File: config.mk
export PLATFORM = sky130hd
export DESIGN_NAME = frs_regs
export DESIGN_NICKNAME = d
export VERILOG_FILES = /design/src/hw/frs_pkg.sv /design/src/hw/frs_regs.sv
export VERILOG_INCLUDE_DIRS = /design/src /design/src/hw
export SDC_FILE = /design/constraint.sdc
export NUM_CORES = 1
export LEC_CHECK = 0
export ABC_AREA = 0
export BUFFER_PORTS_ARGS = -buffer_cell sky130_fd_sc_hd__buf_2
export CAP_MARGIN = 20
export CORE_ASPECT_RATIO = 1.2
export CORE_MARGIN = 2
export CORE_UTILIZATION = 42
export CTS_CLUSTER_DIAMETER = 150
export DETAILED_ROUTE_END_ITERATION = 8
export PLACE_DENSITY_LB_ADDON = 0.25
export SLEW_MARGIN = 20
export SYNTH_ARGS = -nofsm -noshare
export SYNTH_HDL_FRONTEND = slang
export SYNTH_SLANG_ARGS = --single-unit
File: constraint.sdc
create_clock -name clk_sys_i -period 1.4 [get_ports clk_sys_i]
set_clock_uncertainty 0.15 [all_clocks]
set_input_delay 0.21 -clock clk_sys_i [delete_from_list [all_inputs] [get_ports clk_sys_i]]
set_output_delay 0.21 -clock clk_sys_i [all_outputs]
set_load 0.005 [all_outputs]
File: src/hw/frs_map.svh
// register offsets, field positions and reset values for the rate and status register bank
`ifndef FRS_MAP_SVH
`define FRS_MAP_SVH

// ----------------------------------------------------------------
// register offsets (byte addresses on the host port)
// ----------------------------------------------------------------
`define FRS_ADDR_W 10
`define FRS_OFF_STATUS 10'h3f4
`define FRS_OFF_FIFO 10'h3f5
`define FRS_OFF_INPUT 10'h3f7

// ----------------------------------------------------------------
// rate and precompensation select fields
// ----------------------------------------------------------------
`define FRS_DSR_RESET 8'h02
`define FRS_BIT_LOWPWR 6
`define FRS_BIT_SRST 7
`define FRS_BIT_NO_WRITE_SHIFT 2
`define FRS_PC_LSB 2
`define FRS_PC_MSB 4
`define FRS_PC_DEFAULT 3'h0
`define FRS_PC_OFF 3'h7
`define FRS_RATE_1M 2'h3
`define FRS_RATE_500K 2'h0
`define FRS_RATE_300K 2'h1
`define FRS_RATE_250K 2'h2

// ----------------------------------------------------------------
// write shift in 41.67 ns steps
// ----------------------------------------------------------------
`define FRS_SHIFT_NONE 3'h0
`define FRS_SHIFT_DEF_1M 3'h1
`define FRS_SHIFT_DEF_LOW 3'h3

// ----------------------------------------------------------------
// read values
// ----------------------------------------------------------------
`define FRS_OE_ALL 8'hff
`define FRS_OE_BASIC 8'h80
`define FRS_OE_NONE 8'h00
`define FRS_READ_IDLE 8'h00
`define FRS_TRACK_RESET 8'h00

`endif

File: src/hw/frs_pkg.sv
// types shared by the rate and status register bank
package frs_pkg;

   // compatibility layout of the input register
   typedef enum logic [1:0] {
      FRS_LAYOUT_BASIC = 2'h0,
      FRS_LAYOUT_SECOND = 2'h1,
      FRS_LAYOUT_THIRD = 2'h2
   } frs_layout_t;

   // complete state of the register bank
   typedef struct packed {
      logic [7:0] rdata;    // read data, valid one cycle after the strobe
      logic [7:0] rd_oe;    // per-bit drive of the read data
      logic [1:0] rate;     // active rate select
      logic [2:0] precomp;  // precompensation code
      logic lowpwr;         // manual low power
      logic no_write_shift;         // no-precompensation flag from the config write
      logic srst;           // self-clearing soft reset pulse
      logic fifo_en;        // fifo enabled by configuration
      logic fifo_act;       // fifo buffering live in this command
      logic fifo_clr;       // clear pulse at execution entry
      logic push;           // host byte toward the core
      logic [7:0] wbyte;    // byte written by the host
      logic pop;            // host took a byte from the core
      logic term;           // overrun or underrun termination pulse
      logic [7:0] track;    // precompensation start track
      logic [2:0] shift;    // applied write shift
      logic chg_s1;         // media change synchroniser, first stage
      logic chg_s2;         // media change synchroniser, second stage
   } frs_state_t;

endpackage

File: src/hw/frs_regs.sv
// rate select, main status, data register and input register logic
`timescale 1ns/10ps
`default_nettype none
`include "frs_map.svh"

module frs_regs (
   // clock and reset
   input wire logic clk_sys_i,
   input wire logic sys_rst_i,
   // host register port
   input wire logic [`FRS_ADDR_W-1:0] addr_i,
   input wire logic [7:0] wdata_i,
   input wire logic wr_i,
   input wire logic rd_i,
   output logic [7:0] rdata_o,
   output logic [7:0] rdata_oe_o,
   // command engine status
   input wire logic [3:0] seek_busy_i,
   input wire logic cmd_busy_i,
   input wire logic exec_phase_i,
   input wire logic polled_mode_i,
   input wire logic to_host_i,
   input wire logic req_ready_i,
   input wire logic [7:0] core_byte_i,
   // command engine events
   input wire logic cmd_start_i,
   input wire logic exec_entry_i,
   input wire logic cfg_load_i,
   input wire logic cfg_fifo_en_i,
   input wire logic [7:0] cfg_track_i,
   input wire logic overrun_i,
   // neighbouring control
   input wire logic out_reg_rst_i,
   input wire logic dma_gate_enable_i,
   input wire logic [1:0] layout_i,
   // drive cable
   input wire logic media_changed_i,
   // data path toward the core
   output logic fifo_push_o,
   output logic [7:0] fifo_wdata_o,
   output logic fifo_pop_o,
   output logic fifo_clear_o,
   output logic fifo_active_o,
   output logic fifo_enable_o,
   output logic terminate_o,
   // controller control
   output logic soft_rst_o,
   output logic clk_stop_o,
   output logic [1:0] rate_o,
   output logic [2:0] write_shift_o,
   output logic no_write_shift_o,
   output logic [7:0] precomp_track_o
);

   // ----------------------------------------------------------------
   // state
   // ----------------------------------------------------------------
   frs_pkg::frs_state_t q; // registered state
   frs_pkg::frs_state_t n; // next state
   logic [7:0] status; // live main status byte
   logic wake; // status or data register access

   // ----------------------------------------------------------------
   // main status and next state
   // ----------------------------------------------------------------
   // status is built from live inputs so a read just after a transfer is current
   always_comb
   begin
      status = {req_ready_i,
         to_host_i,
         polled_mode_i & exec_phase_i,
         cmd_busy_i,
         seek_busy_i};
      wake = (wr_i | rd_i) & ((addr_i == `FRS_OFF_STATUS) | (addr_i == `FRS_OFF_FIFO));
      n = q;
      n.rdata = `FRS_READ_IDLE;
      n.rd_oe = `FRS_OE_NONE;
      n.srst = 1'b0;
      n.push = 1'b0;
      n.pop = 1'b0;
      n.fifo_clr = 1'b0;
      n.term = 1'b0;
      // media change pin crosses in through two stages
      n.chg_s1 = media_changed_i;
      n.chg_s2 = q.chg_s1;
      // any status or data access ends manual low power
      // cleared before the write decode, so a select write with bit six sets it again
      if (wake)
      begin
         n.lowpwr = 1'b0;
      end
      // host writes
      if (wr_i)
      begin
         unique case (addr_i)
            `FRS_OFF_STATUS:
            begin
               // a write here lands in the rate select, never in status
               n.rate = wdata_i[1:0];
               n.precomp = wdata_i[`FRS_PC_MSB:`FRS_PC_LSB];
               // bit five is ignored, software keeps it zero
               n.lowpwr = wdata_i[`FRS_BIT_LOWPWR];
               n.srst = wdata_i[`FRS_BIT_SRST];
            end
            `FRS_OFF_FIFO:
            begin
               // only accepted while the core asks for a host write
               if (req_ready_i && !to_host_i)
               begin
                  n.push = 1'b1;
                  n.wbyte = wdata_i;
               end
            end
            `FRS_OFF_INPUT:
            begin
               // config write shares the rate with the select register
               n.rate = wdata_i[1:0];
               n.no_write_shift = wdata_i[`FRS_BIT_NO_WRITE_SHIFT];
            end
            default:
            begin
               // unmapped writes are dropped
            end
         endcase
      end
      // host reads
      if (rd_i)
      begin
         unique case (addr_i)
            `FRS_OFF_STATUS:
            begin
               n.rdata = status;
               n.rd_oe = `FRS_OE_ALL;
            end
            `FRS_OFF_FIFO:
            begin
               n.rdata = core_byte_i;
               n.rd_oe = `FRS_OE_ALL;
               n.pop = req_ready_i & to_host_i;
            end
            `FRS_OFF_INPUT:
            begin
               unique case (layout_i)
                  frs_pkg::FRS_LAYOUT_SECOND:
                  begin
                     // density bit low for the two fast rates
                     n.rdata = {~q.chg_s2, 4'hf, q.rate,
                        ~((q.rate == `FRS_RATE_500K) | (q.rate == `FRS_RATE_1M))};
                     n.rd_oe = `FRS_OE_ALL;
                  end
                  frs_pkg::FRS_LAYOUT_THIRD:
                  begin
                     n.rdata = {~q.chg_s2, 3'h0, dma_gate_enable_i, q.no_write_shift, q.rate};
                     n.rd_oe = `FRS_OE_ALL;
                  end
                  default:
                  begin
                     // basic layout: lower lines float, a hazard for tools reading them
                     n.rdata = {~q.chg_s2, 7'h00};
                     n.rd_oe = `FRS_OE_BASIC;
                  end
               endcase
            end
            default:
            begin
               // unmapped reads answer zero with the bus undriven
            end
         endcase
      end
      // configuration command
      if (cfg_load_i)
      begin
         n.fifo_en = cfg_fifo_en_i;
         n.track = cfg_track_i;
      end
      // parameters are always paced byte by byte
      if (cmd_start_i)
      begin
         n.fifo_act = 1'b0;
      end
      // execution entry flushes stale data
      if (exec_entry_i)
      begin
         n.fifo_clr = 1'b1;
         n.fifo_act = q.fifo_en;
      end
      // overrun ends command; zero fill and drain belong to the core
      if (overrun_i)
      begin
         n.term = 1'b1;
         n.fifo_act = 1'b0;
      end
      // soft reset keeps rate and precompensation, drops fifo and low power
      if (q.srst || out_reg_rst_i)
      begin
         n.lowpwr = 1'b0;
         n.fifo_en = 1'b0;
         n.fifo_act = 1'b0;
      end
      // write shift from the stored code
      if (q.precomp == `FRS_PC_OFF)
      begin
         n.shift = `FRS_SHIFT_NONE;
      end
      else if (q.precomp == `FRS_PC_DEFAULT)
      begin
         n.shift = (q.rate == `FRS_RATE_1M) ? `FRS_SHIFT_DEF_1M : `FRS_SHIFT_DEF_LOW;
      end
      else
      begin
         n.shift = q.precomp;
      end
   end

   // ----------------------------------------------------------------
   // state register
   // ----------------------------------------------------------------
   // hard reset loads the select value 02h and a clear fifo setup
   always_ff @(posedge clk_sys_i or posedge sys_rst_i)
   begin
      if (sys_rst_i)
      begin
         q <= '0;
         // select value 02h: default precomp code over the 250k rate
         q.rate <= `FRS_RATE_250K;
         q.precomp <= `FRS_PC_DEFAULT;
         q.shift <= `FRS_SHIFT_DEF_LOW;
         q.track <= `FRS_TRACK_RESET;
      end
      else
      begin
         q <= n;
      end
   end

   // ----------------------------------------------------------------
   // outputs
   // ----------------------------------------------------------------
   assign rdata_o = q.rdata;
   assign rdata_oe_o = q.rd_oe;
   assign fifo_push_o = q.push;
   assign fifo_wdata_o = q.wbyte;
   assign fifo_pop_o = q.pop;
   assign fifo_clear_o = q.fifo_clr;
   assign fifo_active_o = q.fifo_act;
   assign fifo_enable_o = q.fifo_en;
   assign terminate_o = q.term;
   assign soft_rst_o = q.srst;
   assign clk_stop_o = q.lowpwr;
   assign rate_o = q.rate;
   assign write_shift_o = q.shift;
   assign no_write_shift_o = q.no_write_shift;
   assign precomp_track_o = q.track;
endmodule

`default_nettype wire

# After elaboration in Yosys (flattened, before gate mapping)
# Cells that the tools add are included.
# word_totals
input_bits	57
wordCells	68
regBits	51
output_inout_bits	46
# op_classes
bitwise	8
reduce_logical	12
n_eq_ne	7
n_mux	23
# ops
cell	count
one-hot mux 16 bit (3 select lines)	1
equality test 10 bit, second input constant	3
one-hot mux 15 bit (2 select lines)	1
two-way mux 9 bit	3
two-way mux 16 bit	1
two-way mux 1 bit	11
two-way mux 3 bit	3
two-way mux 2 bit	3
AND reduction 2 bit	3
equality test 2 bit, second input constant	2
nonzero test 4 bit	1
AND 1 bit	3
equality test 3 bit, second input constant	1
logical NOT 3 bit	1
bitwise OR 1 bit	3
AND reduction 3 bit	1
equality test 2 x 1 -> 1 bit, second input constant	1
logical NOT 2 bit	1
inverter 1 bit	2
nonzero test 2 bit	1
OR reduction 2 bit	1
logical AND 1 bit	1
logical NOT 1 bit	1
logical OR 1 bit	1

# Longest topological paths before layout
# Gate-level depths: netlist of the first run.
# depth
depth_word	7
ltp_mapped	6
depth_no_buf	6

# Worst setup path after synthesis of the first run
# OpenSTA, ideal clock, no wires.
# synth_path
path_kind	input port to flip-flop
startpoint	input port addr_i[3]
endpoint	register q, in the netlist fifo_wdata_o[0]
stages	4
path_buffers	0
setup_time_ps	125
arrival_time_ps	1375
t_required_ps	1125
slack_ps	-249
path_cell_list	nand4b_4 > nor2_2 > nor4b_4 > mux2_2
# synth_between
elab_chain_cells	2
# synth_lines
item	line_no	rtl
start: declaration	frs_regs.sv:11	input wire logic [`FRS_ADDR_W-1:0] addr_i,
equality test 10 bit	frs_regs.sv:95	unique case (addr_i)
AND reduction 3 bit (no line)	n/a	
end signal: assignment	frs_regs.sv:232	q <= n;
end: declaration	frs_regs.sv:58	frs_pkg::frs_state_t q;
# No other way between the ends.
# A chain may end at the register's enable or synchronous reset.

==> flow_summary.json, run 1 <==
{
  "layout-drive-gt1-share_pct": 56.7,
  "synthTopCellsByArea": "dfrtp_1 48%, buf_4 13%, mux2_2 12%, dfstp_2 3.6%, ha_1 2.3%",
  "worstPathRequired_ns": 1.44,
  "timing.fmax_mhz": 639,
  "worstHoldPathType": "in -> reg",
  "violations": "negative setup slack",
  "crit_buf_inv": 0,
  "drv_slew": 0,
  "async_flop_share_pct": 100,
  "finalNetCount": 351,
  "synth_compound_gate_area_share_pct": 8.12,
  "gp_congestion": 0.836,
  "timing.rr.start": "rate_o[1]",
  "finalCritPeriodShare_pct": 112,
  "synth_edf_count": 0,
  "cp_common_cell": "a22o_1",
  "cp_data_arrival_time_ns": 1.60,
  "ctsHtreeMaxLevel": 2,
  "die_area_um2": 5850,
  "clock-root-buffer": "clkbuf_8",
  "worst_pin_slew_ns": 0.429,
  "rows": 28,
  "synthCells": 192,
  "routed.top_layer": "met4",
  "ys_types": 34,
  "cp-start-kind": "flip-flop",
  "m1WireLength_um": 1980,
  "relSlewSlack_pct": 71.4,
  "yosysTopAreaCell": "dfrtp_1",
  "ios": 103,
  "grt_remaining_overflow": 0,
  "fp.dieH_um": 83.4,
  "clk_pin_slew_ns": 0.09,
  "clkSinkCount": 45,
  "gr-usage-all-layers_pct": 17.0,
  "cap_violations": 0,
  "synth_top_family_by_area": "buffers and inverters",
  "num-fill-cells": 438,
  "synth_seq_cells": 45,
  "layout_setup_ws_ns": -0.165,
  "vias": 1682,
  "synth_ff_type": "dfrtp_1",
  "drc": 0,
  "finalHoldViolCount": 0,
  "grt_pass1_vias": 1690,
  "crit_slowest_cell": "dfstp_2",
  "cts_made_buffers": 5,
  "min_from": "wdata_i[3]",
  "fin_util_pct": 58.3,
  "placed_cells": 329,
  "endpoint_kind": "flip-flop",
  "grt_max_degree": 25,
  "syn-num-nets": 253,
  "rsz0062_at_grt": "yes",
  "n_antenna_cell": 0,
  "synth_most_common_cell": "dfrtp_1",
  "crit_path_max_fanout": 2,
  "wl_met3_um": 313,
  "wl_met2_um": 2380,
  "area_growth_pct": 32.5,
  "cts_tree": "done",
  "routedWlPerCell_um": 13.5,
  "ir_drop_uv": 572,
  "synth_xor_area_share_pct": 0.397,
  "start_util_pct": 44.0,
  "coreArea_um2": 5010,
  "synth-simple-area-share_pct": 9.76,
  "dp.final_hpwl_um": 3640,
  "worstPathCellList": "ha_4 -> a22o_1 -> a22o_1 -> a21oi_2 -> nor2_1",
  "power-per-cell-area_nw_per_um2": 871,
  "ys_warn_count": 0,
  "status": "finished, violations left",
  "antenna_found_initial": 0,
  "setup-violations-final": 4,
  "port_buffers": 102,
  "clock_path_buffers": 2,
  "ys_seq_area_share_pct": 51.2,
  "final_antenna_net_count": 0,
  "final_cells": 351,
  "synth_top_cell_area_share_pct": 47.7,
  "grt_pass1_wl_um": 7860,
  "die_width_um": 70.1,
  "synthTopCellsByCount": "42 x dfrtp_1, 37 x buf_4, 23 x mux2_2",
  "synth_mux_area_share_pct": 12.2,
  "vias_per_cell": 4.79,
  "wl_um": 4760,
  "avgSynthCellArea_um2": 11.5,
  "fin_hold_ws_ns": 0.00440,
  "crit_family": "flip-flops",
  "synthAdderAreaFrac_pct": 2.72,
  "p_leak_nw": 1.56,
  "first_iter_violations": 35,
  "fin_crit_ns": 1.57,
  "cpPeakStageDelay_ns": 0.57,
  "post_synth_instance_area_um2": 2200,
  "dr.pass1.iters": 4,
  "crit_type": "reg -> reg",
  "crit_start": "rate_o[1]",
  "clock_latency_ns": 0.30
}
==> kinds of logic after synthesis <==
family,Yosys count
AOI/OAI and AO/OA,27
xor gates and xnor gates,1
adders and majority gates,5
buffers and inverters,54
DFF,45
muxes,24
and+or+nand+nor,36
==> layer usage <==
metal | vias up | global-route usage, %
li1 | 822 | -
met1 | 782 | 21.1
met2 | 72 | 28.7
met3 | 6 | 4.37
met4 | 0 | 5.77
met5 | - | 0
==> layout by cell type, fill, tap and decap left out, drive strengths merged <==
cell and n:
clkinvlp 1, clkinv 2, nor3 4, nand2b 1, nor4b 1, a221oi 2
and4 1, nand4 3, inv 10, clkbuf 6, a22oi 3, nor2 14
buf 121, nor4 1, nor2b 2, a32oi 1, mux2i 1, o41ai 1
maj3 1, o22ai 1, o21ai 5, a21oi 8, a22o 4, xnor2 1
dfstp 3, ha 4, a211oi 2, and3 1, mux2 23, nand2 4
dfrtp 42, nand3 3, nand4b 1, dlygate4sd3 13
==> repair_timing <==
| item | 4_1_cts | 5_1_grt |
|---|---|---|
| resized for setup | 5 | 2 |
| pin swaps | 2 | 2 |
| hold endpoints to repair | 28 | 0 |
| setup buffers | 1 | 1 |
| endpoints found under the setup margin | 2 | 12 |
| hold buffers | 13 | 0 |
==> worst paths after layout <==
| path | endpoint | slack [ns] | cells after the start |
|---|---|---|---|
| min | fifo_wdata_o[3] | 0.004 | 2 |
| max reg2reg | rdata_o[0] | -0.17 | 5 |
| max | rdata_o[0] | -0.17 | 5 |
| min reg2reg | q[0] | 0.21 | 0 |
| min in group asynchronous | write_shift_o[2] | 0.31 | 3 |
| max in group asynchronous | rdata_o[4] | 0.34 | 4 |
==> registers in the layout, indices dropped and copies added (netlist names), 2 cells and up <==
| signal | count |
|---|---|
| fifo_wdata_o | 8 |
| precomp_track_o | 8 |
| rdata_o | 8 |
| q | 4 |
| write_shift_o | 3 |
| rate_o | 2 |
| rdata_oe_o | 2 |
==> power breakdown <==
| group | total, mW | internal [mW] | switching, mW |
|---|---|---|---|
| logic | 0.351 | 0.192 | 0.158 |
| registers | 1.36 | 1.34 | 0.0171 |
| clock network | 0.839 | 0.400 | 0.438 |
==> final cells by class <==
type / instances / area (µm²) / share of cell area [%]
timing repair buffer: 134 / 810 / 27.7
tap: 60 / 75.1 / 2.57
inverter: 11 / 45.0 / 1.54
clock inverter: 2 / 13.8 / 0.471
sequential: 45 / 1130 / 38.7
multi-input combinational: 93 / 766 / 26.2
clock buffer: 6 / 82.6 / 2.83
==> stage by stage <==
stage / TNS, ns / total power, mW / instance area, µm² / setup WS (ns)
after CTS: -0.291 / 2.57 / 2920 / -0.164
after floorplan: -1.85 / 1.55 / 2230 / -0.216
final: -0.342 / 2.54 / 2920 / -0.165
after detailed placement: -3.13 / 1.70 / 2660 / -0.267
after global routing: -0.540 / 2.66 / 2920 / -0.212
after global placement: -2.73 / 1.69 / 2660 / -0.237
==> worst reg2reg max path: cells and delay by family (launching register included) <==
| kind | cells | cell delay [ns] |
|---|---|---|
| compound gates | 3 | 0.49 |
| fa+ha+maj | 1 | 0.20 |
| simple gates | 1 | 0.05 |
| flops | 1 | 0.57 |
Power figures use the tool's default switching activity.
==> inputs of run 2 (changes only) <==
- CELL_PAD_IN_SITES_DETAIL_PLACEMENT: unset -> 0
- CELL_PAD_IN_SITES_GLOBAL_PLACEMENT: unset -> 1
- CORE_UTILIZATION: 42 -> 31
==> run 2 against run 1 <==
Against the previous run:
- the flow still finishes with violations (negative setup slack)
- die area increased by 33%
- utilization decreased by 15 points
- final cell count increased by 8.3%
- critical path depth unchanged
- worst setup slack improved by 0.011 ns
- power increased by 6.6%
- clock power increased by 20%
- non-clock buffer count increased by 2
- global-route usage decreased by 4.0 points
- critical path type unchanged
- largest power group unchanged
==> flow_summary.json, run 2 (synthesis gave the netlist of run 1 again) <==
{
  "first_iter_violations": 65,
  "p_leak_nw": 1.58,
  "r2r-end": "rdata_o[0]",
  "vias": 1670,
  "relSlewSlack_pct": 80.2,
  "routedWlPerCell_um": 13.5,
  "layout-drive-gt1-share_pct": 56.3,
  "rsz0062_at_grt": "yes",
  "clock-root-buffer": "clkbuf_8",
  "start_util_pct": 32.2,
  "final_antenna_net_count": 0,
  "final_cell_mix": "102 x buf_2, 42 x dfrtp_1, 23 x mux2_2, 17 x buf_4, 14 x dlygate4sd3_1",
  "fin_area_um2": 2990,
  "endpoint_kind": "flip-flop",
  "finalCritPeriodShare_pct": 111,
  "ctsHtreeMaxLevel": 2,
  "n_antenna_cell": 0,
  "cp_data_arrival_time_ns": 1.59,
  "drv_slew": 0,
  "timing.rr.start": "rate_o[1]",
  "num-fill-cells": 685,
  "worstHoldPathType": "in -> reg",
  "grt_pass1_wl_um": 7550,
  "worstPathCellList": "ha_4 -> a22o_1 -> a22o_1 -> a21oi_2 -> nor2_1",
  "worstHoldPathCells": 2,
  "crit_slowest_cell": "dfstp_2",
  "crit_path_max_fanout": 2,
  "port_buffers": 102,
  "violations": "negative setup slack",
  "crit_type": "reg -> reg",
  "grt_max_degree": 46,
  "wl_um": 5150,
  "post_cts_buffers": 0,
  "hold_end": "fifo_wdata_o[4]",
  "clkSinkCount": 45,
  "antenna_found_initial": 0,
  "layout_commonest_cell": "buf_2",
  "coreArea_um2": 6850,
  "fin_crit_ns": 1.55,
  "regArea_um2": 1130,
  "dp.final_hpwl_um": 3980,
  "ios": 103,
  "ir_drop_uv": 562,
  "placed_area_um2": 2710,
  "die_width_um": 81.0,
  "clock_latency_ns": 0.29,
  "dr.pass1.iters": 4,
  "area_growth_pct": 35.4,
  "cap_violations": 0,
  "vias_per_cell": 4.39,
  "grt_pass1_vias": 1634,
  "worst_pin_slew_ns": 0.293,
  "gp_congestion": 0.716,
  "rows": 33,
  "clk_pin_slew_ns": 0.08,
  "crit_family": "flip-flops",
  "fp.dieH_um": 96.4,
  "timing.fmax_mhz": 643,
  "final.setup.tns_ns": -0.200,
  "status": "finished, violations left",
  "worstPathRequired_ns": 1.44,
  "clock_path_buffers": 2,
  "cp-start-kind": "flip-flop",
  "layout_setup_ws_ns": -0.154,
  "crit_buf_inv": 0,
  "cts_tree": "done",
  "setup-violations-final": 2,
  "gr-usage-all-layers_pct": 13.0,
  "cts_made_buffers": 5,
  "total_power_mw": 2.71,
  "rrSetupSlack_ns": -0.15,
  "drc": 0,
  "finalNetCount": 353,
  "grt_remaining_overflow": 0,
  "min_from": "wdata_i[4]",
  "cpPeakStageDelay_ns": 0.56,
  "cp_common_cell": "a22o_1",
  "rr_worst_depth": 5,
  "place_ws_ns": -0.297,
  "power-per-cell-area_nw_per_um2": 909,
  "finalHoldViolCount": 0,
  "multi_input_area_um2": 764,
  "die_area_um2": 7810
}
[run 2: what timing repair did]
item,in CTS,in global routing
hold buffers,14,0
pin swaps,0,3
resized for setup,2,3
hold endpoints to repair,57,0
endpoints found under the setup margin,3,6
gates cloned,0,0
[run 2: worst max path at each step]
stage | from | to | slack, ns | depth (start not counted)
finish | rate_o[1] | rdata_o[0] | -0.15 | 5
global route | rate_o[1] | rdata_o[0] | -0.23 | 5
CTS | rate_o[1] | rdata_o[0] | -0.16 | 5
detailed placement | addr_i[1] | fifo_wdata_o[1] | -0.30 | 6
global placement | addr_i[1] | fifo_wdata_o[4] | -0.26 | 6
floorplan | addr_i[3] | fifo_wdata_o[0] | -0.22 | 4
[run 2: per-stage QoR]
step / std cells / hold slack [ns] / util (%)
floorplan: 192 / 0.0695 / -
global placement: 358 / 0.137 / 39.5
CTS: 380 / 0.00451 / 43.4
global route: 380 / 0.00137 / 43.6
detailed placement: 358 / 0.138 / 39.5
finish: 380 / 0.0123 / 43.6
[run 2: per-layer routing]
layer	vias to the layer above	routed length, µm	global-route usage (%)
li1	820	-	-
met1	776	2060	14.5
met2	68	2540	22.9
met3	6	459	4.18
met4	0	88	5.51
met5	-	0	0
[run 2: final cells by class]
class                           count  area share (%)
Sequential cell                    45            37.8
Clock inverter                      1            1.01
Multi-Input combinational cell     93            25.6
Timing Repair Buffer              136            27.5
Inverter                           11            1.51
Clock buffer                        7            2.89
Tap cell                           87            3.65
[run 2: report_power, final]
part / internal, mW / switching, mW / total, mW
Clock: 0.582 / 0.424 / 1.01
Sequential: 1.34 / 0.0174 / 1.36
Combinational: 0.194 / 0.159 / 0.352
Total: 2.11 / 0.600 / 2.71
==> inputs of run 3 (changes only) <==
- CAP_MARGIN: 20 -> unset
- PLACE_DENSITY: unset -> 0.73
- PLACE_DENSITY_LB_ADDON: 0.25 -> unset
==> run 3 against run 2 <==
Against the previous run:
- the run still ends with negative setup slack left
- combinational power fell by 1%
- sequential cell count did not move
- power fell by 8.8%
- clock power fell by 23%
- final cell count fell by 0.79%
- first-iteration DRC count fell by 26%
- via count fell by 0.18%
- register-to-register slack barely moved
==> flow_summary.json, run 3 (synthesis gave the netlist of run 1 again) <==
{
  "status": "finished, violations left",
  "violations": "negative setup slack",
  "endpoint_kind": "flip-flop",
  "finalNetCount": 350,
  "regArea_um2": 1130,
  "rows": 33,
  "coreArea_um2": 6850,
  "num-fill-cells": 692,
  "rsz0062_at_grt": "yes",
  "timing.rr.start": "rate_o[1]",
  "dr.pass1.iters": 4,
  "ir_drop_uv": 339,
  "dp.final_hpwl_um": 3790,
  "wl_um": 4940,
  "fin_crit_ns": 1.54,
  "cp-start-kind": "flip-flop",
  "clkSinkCount": 45,
  "cts_made_buffers": 5,
  "setup-violations-final": 2,
  "ios": 103,
  "clock_path_buffers": 2,
  "grt_pass1_wl_um": 7830,
  "layout_commonest_cell": "buf_2",
  "finalCritPeriodShare_pct": 110,
  "final_cell_mix": "101 x buf_2, 42 x dfrtp_1, 23 x mux2_2, 15 x dlygate4sd3_1, 14 x buf_4",
  "cp_data_arrival_time_ns": 1.58,
  "layout_setup_ws_ns": -0.143,
  "m1WireLength_um": 1950,
  "relSlewSlack_pct": 80.7,
  "power-per-cell-area_nw_per_um2": 841,
  "routedWlPerCell_um": 13.1,
  "area_growth_pct": 33.4,
  "grt_pass1_vias": 1690,
  "drc": 0,
  "antenna_found_initial": 0,
  "ctsHtreeMaxLevel": 2,
  "min_from": "wdata_i[4]",
  "wl_met2_um": 2620,
  "grt_remaining_overflow": 0,
  "timing.fmax_mhz": 648,
  "vias_per_cell": 4.42,
  "fp.dieH_um": 96.4,
  "clock_latency_ns": 0.29,
  "gp_congestion": 0.751,
  "die_area_um2": 7810,
  "clk_pin_slew_ns": 0.08,
  "crit_path_max_fanout": 2,
  "p_leak_nw": 1.54,
  "first_iter_violations": 48,
  "vias": 1667,
  "layout-drive-gt1-share_pct": 55.5,
  "n_antenna_cell": 0,
  "gr-usage-all-layers_pct": 13.2,
  "multi_input_area_um2": 771,
  "crit_type": "reg -> reg",
  "die_width_um": 81.0,
  "worstHoldPathType": "in -> reg",
  "port_buffers": 102,
  "start_util_pct": 32.2,
  "wl_met3_um": 317,
  "routed.top_layer": "met4",
  "worst_pin_slew_ns": 0.286,
  "cts_tree": "done",
  "finalHoldViolCount": 0,
  "total_power_mw": 2.47,
  "drv_slew": 0,
  "clock-root-buffer": "clkbuf_8",
  "grt_max_degree": 46,
  "worstPathRequired_ns": 1.44,
  "fin_util_pct": 42.9,
  "crit_start": "rate_o[1]",
  "cap_violations": 0,
  "final_antenna_net_count": 0
}
run 3: cell count changes in the layout (fill, tap and decap cells not counted):
cell           previous run  this run
buf_4                    17        14
dlygate4sd3_1            14        15
buf_2                   102       101
clkinvlp_4                1         2
bufinv_16                 1         0
a221oi_1                  1         0
a221oi_2                  1         2
clkbuf_8                  6         5
clkbuf_1                  1         2
run 3: cell type report:
type | instances | area share [%]
Inverter | 11 | 1.53
Tap cell | 87 | 3.70
Sequential cell | 45 | 38.4
Clock inverter | 1 | 0.255
Multi-Input combinational cell | 93 | 26.2
Timing Repair Buffer | 133 | 27.3
Clock buffer | 7 | 2.59
run 3: per-stage QoR:
| step | setup slack, ns | hold slack, ns | cell area [µm²] | std cells | setup TNS [ns] |
|---|---|---|---|---|---|
| 4_1_cts | -0.151 | 0.00913 | 2930 | 377 | -0.353 |
| 2_1_floorplan | -0.216 | 0.0695 | 2230 | 192 | -1.85 |
| 3_5_place_dp | -0.258 | 0.136 | 2680 | 354 | -3.35 |
| 3_3_place_gp | -0.246 | 0.135 | 2680 | 354 | -3.08 |
| 5_1_grt | -0.211 | 0.00220 | 2940 | 377 | -0.320 |
| 6_report | -0.143 | 0.0151 | 2940 | 377 | -0.170 |
run 3: per-layer routing:
layer  GRT usage (%)  vias up
li1                -      820
met1            14.7      790
met2            24.2       55
met3            3.25        2
met4            4.66        0
met5               0        -
run 3: what timing repair did:
item                                    4_1_cts  5_1_grt
gates resized for setup                       4        3
gates cloned                                  0        0
endpoints found under the setup margin        2        6
hold buffers                                 14        1
buffers inserted                              1        0
pin swaps                                     0        4
hold endpoints to repair                     57        1
run 3: critical path, cell delays in order, from the launching register on:
cell	delay, ns
dfstp_2	0.56
ha_4	0.20
a22o_1	0.18
a22o_1	0.19
a21oi_2	0.12
nor2_1	0.05
run 3: worst paths after layout:
kind,endpoint,slack (ns),cells past startpoint
max in group asynchronous,rate_o[1],0.46,4
worst min-delay path,q[32],0.02,2
min in group asynchronous,write_shift_o[2],0.36,4
worst min register to register,q[0],0.20,0
worst max-delay path,rdata_o[0],-0.14,5
worst max register to register,rdata_o[0],-0.14,5
run 3: report_power, final:
| group | internal [mW] | total [mW] | switching (mW) |
|---|---|---|---|
| Combinational | 0.189 | 0.347 | 0.158 |
| Sequential | 1.34 | 1.36 | 0.0169 |
| Clock | 0.354 | 0.773 | 0.419 |
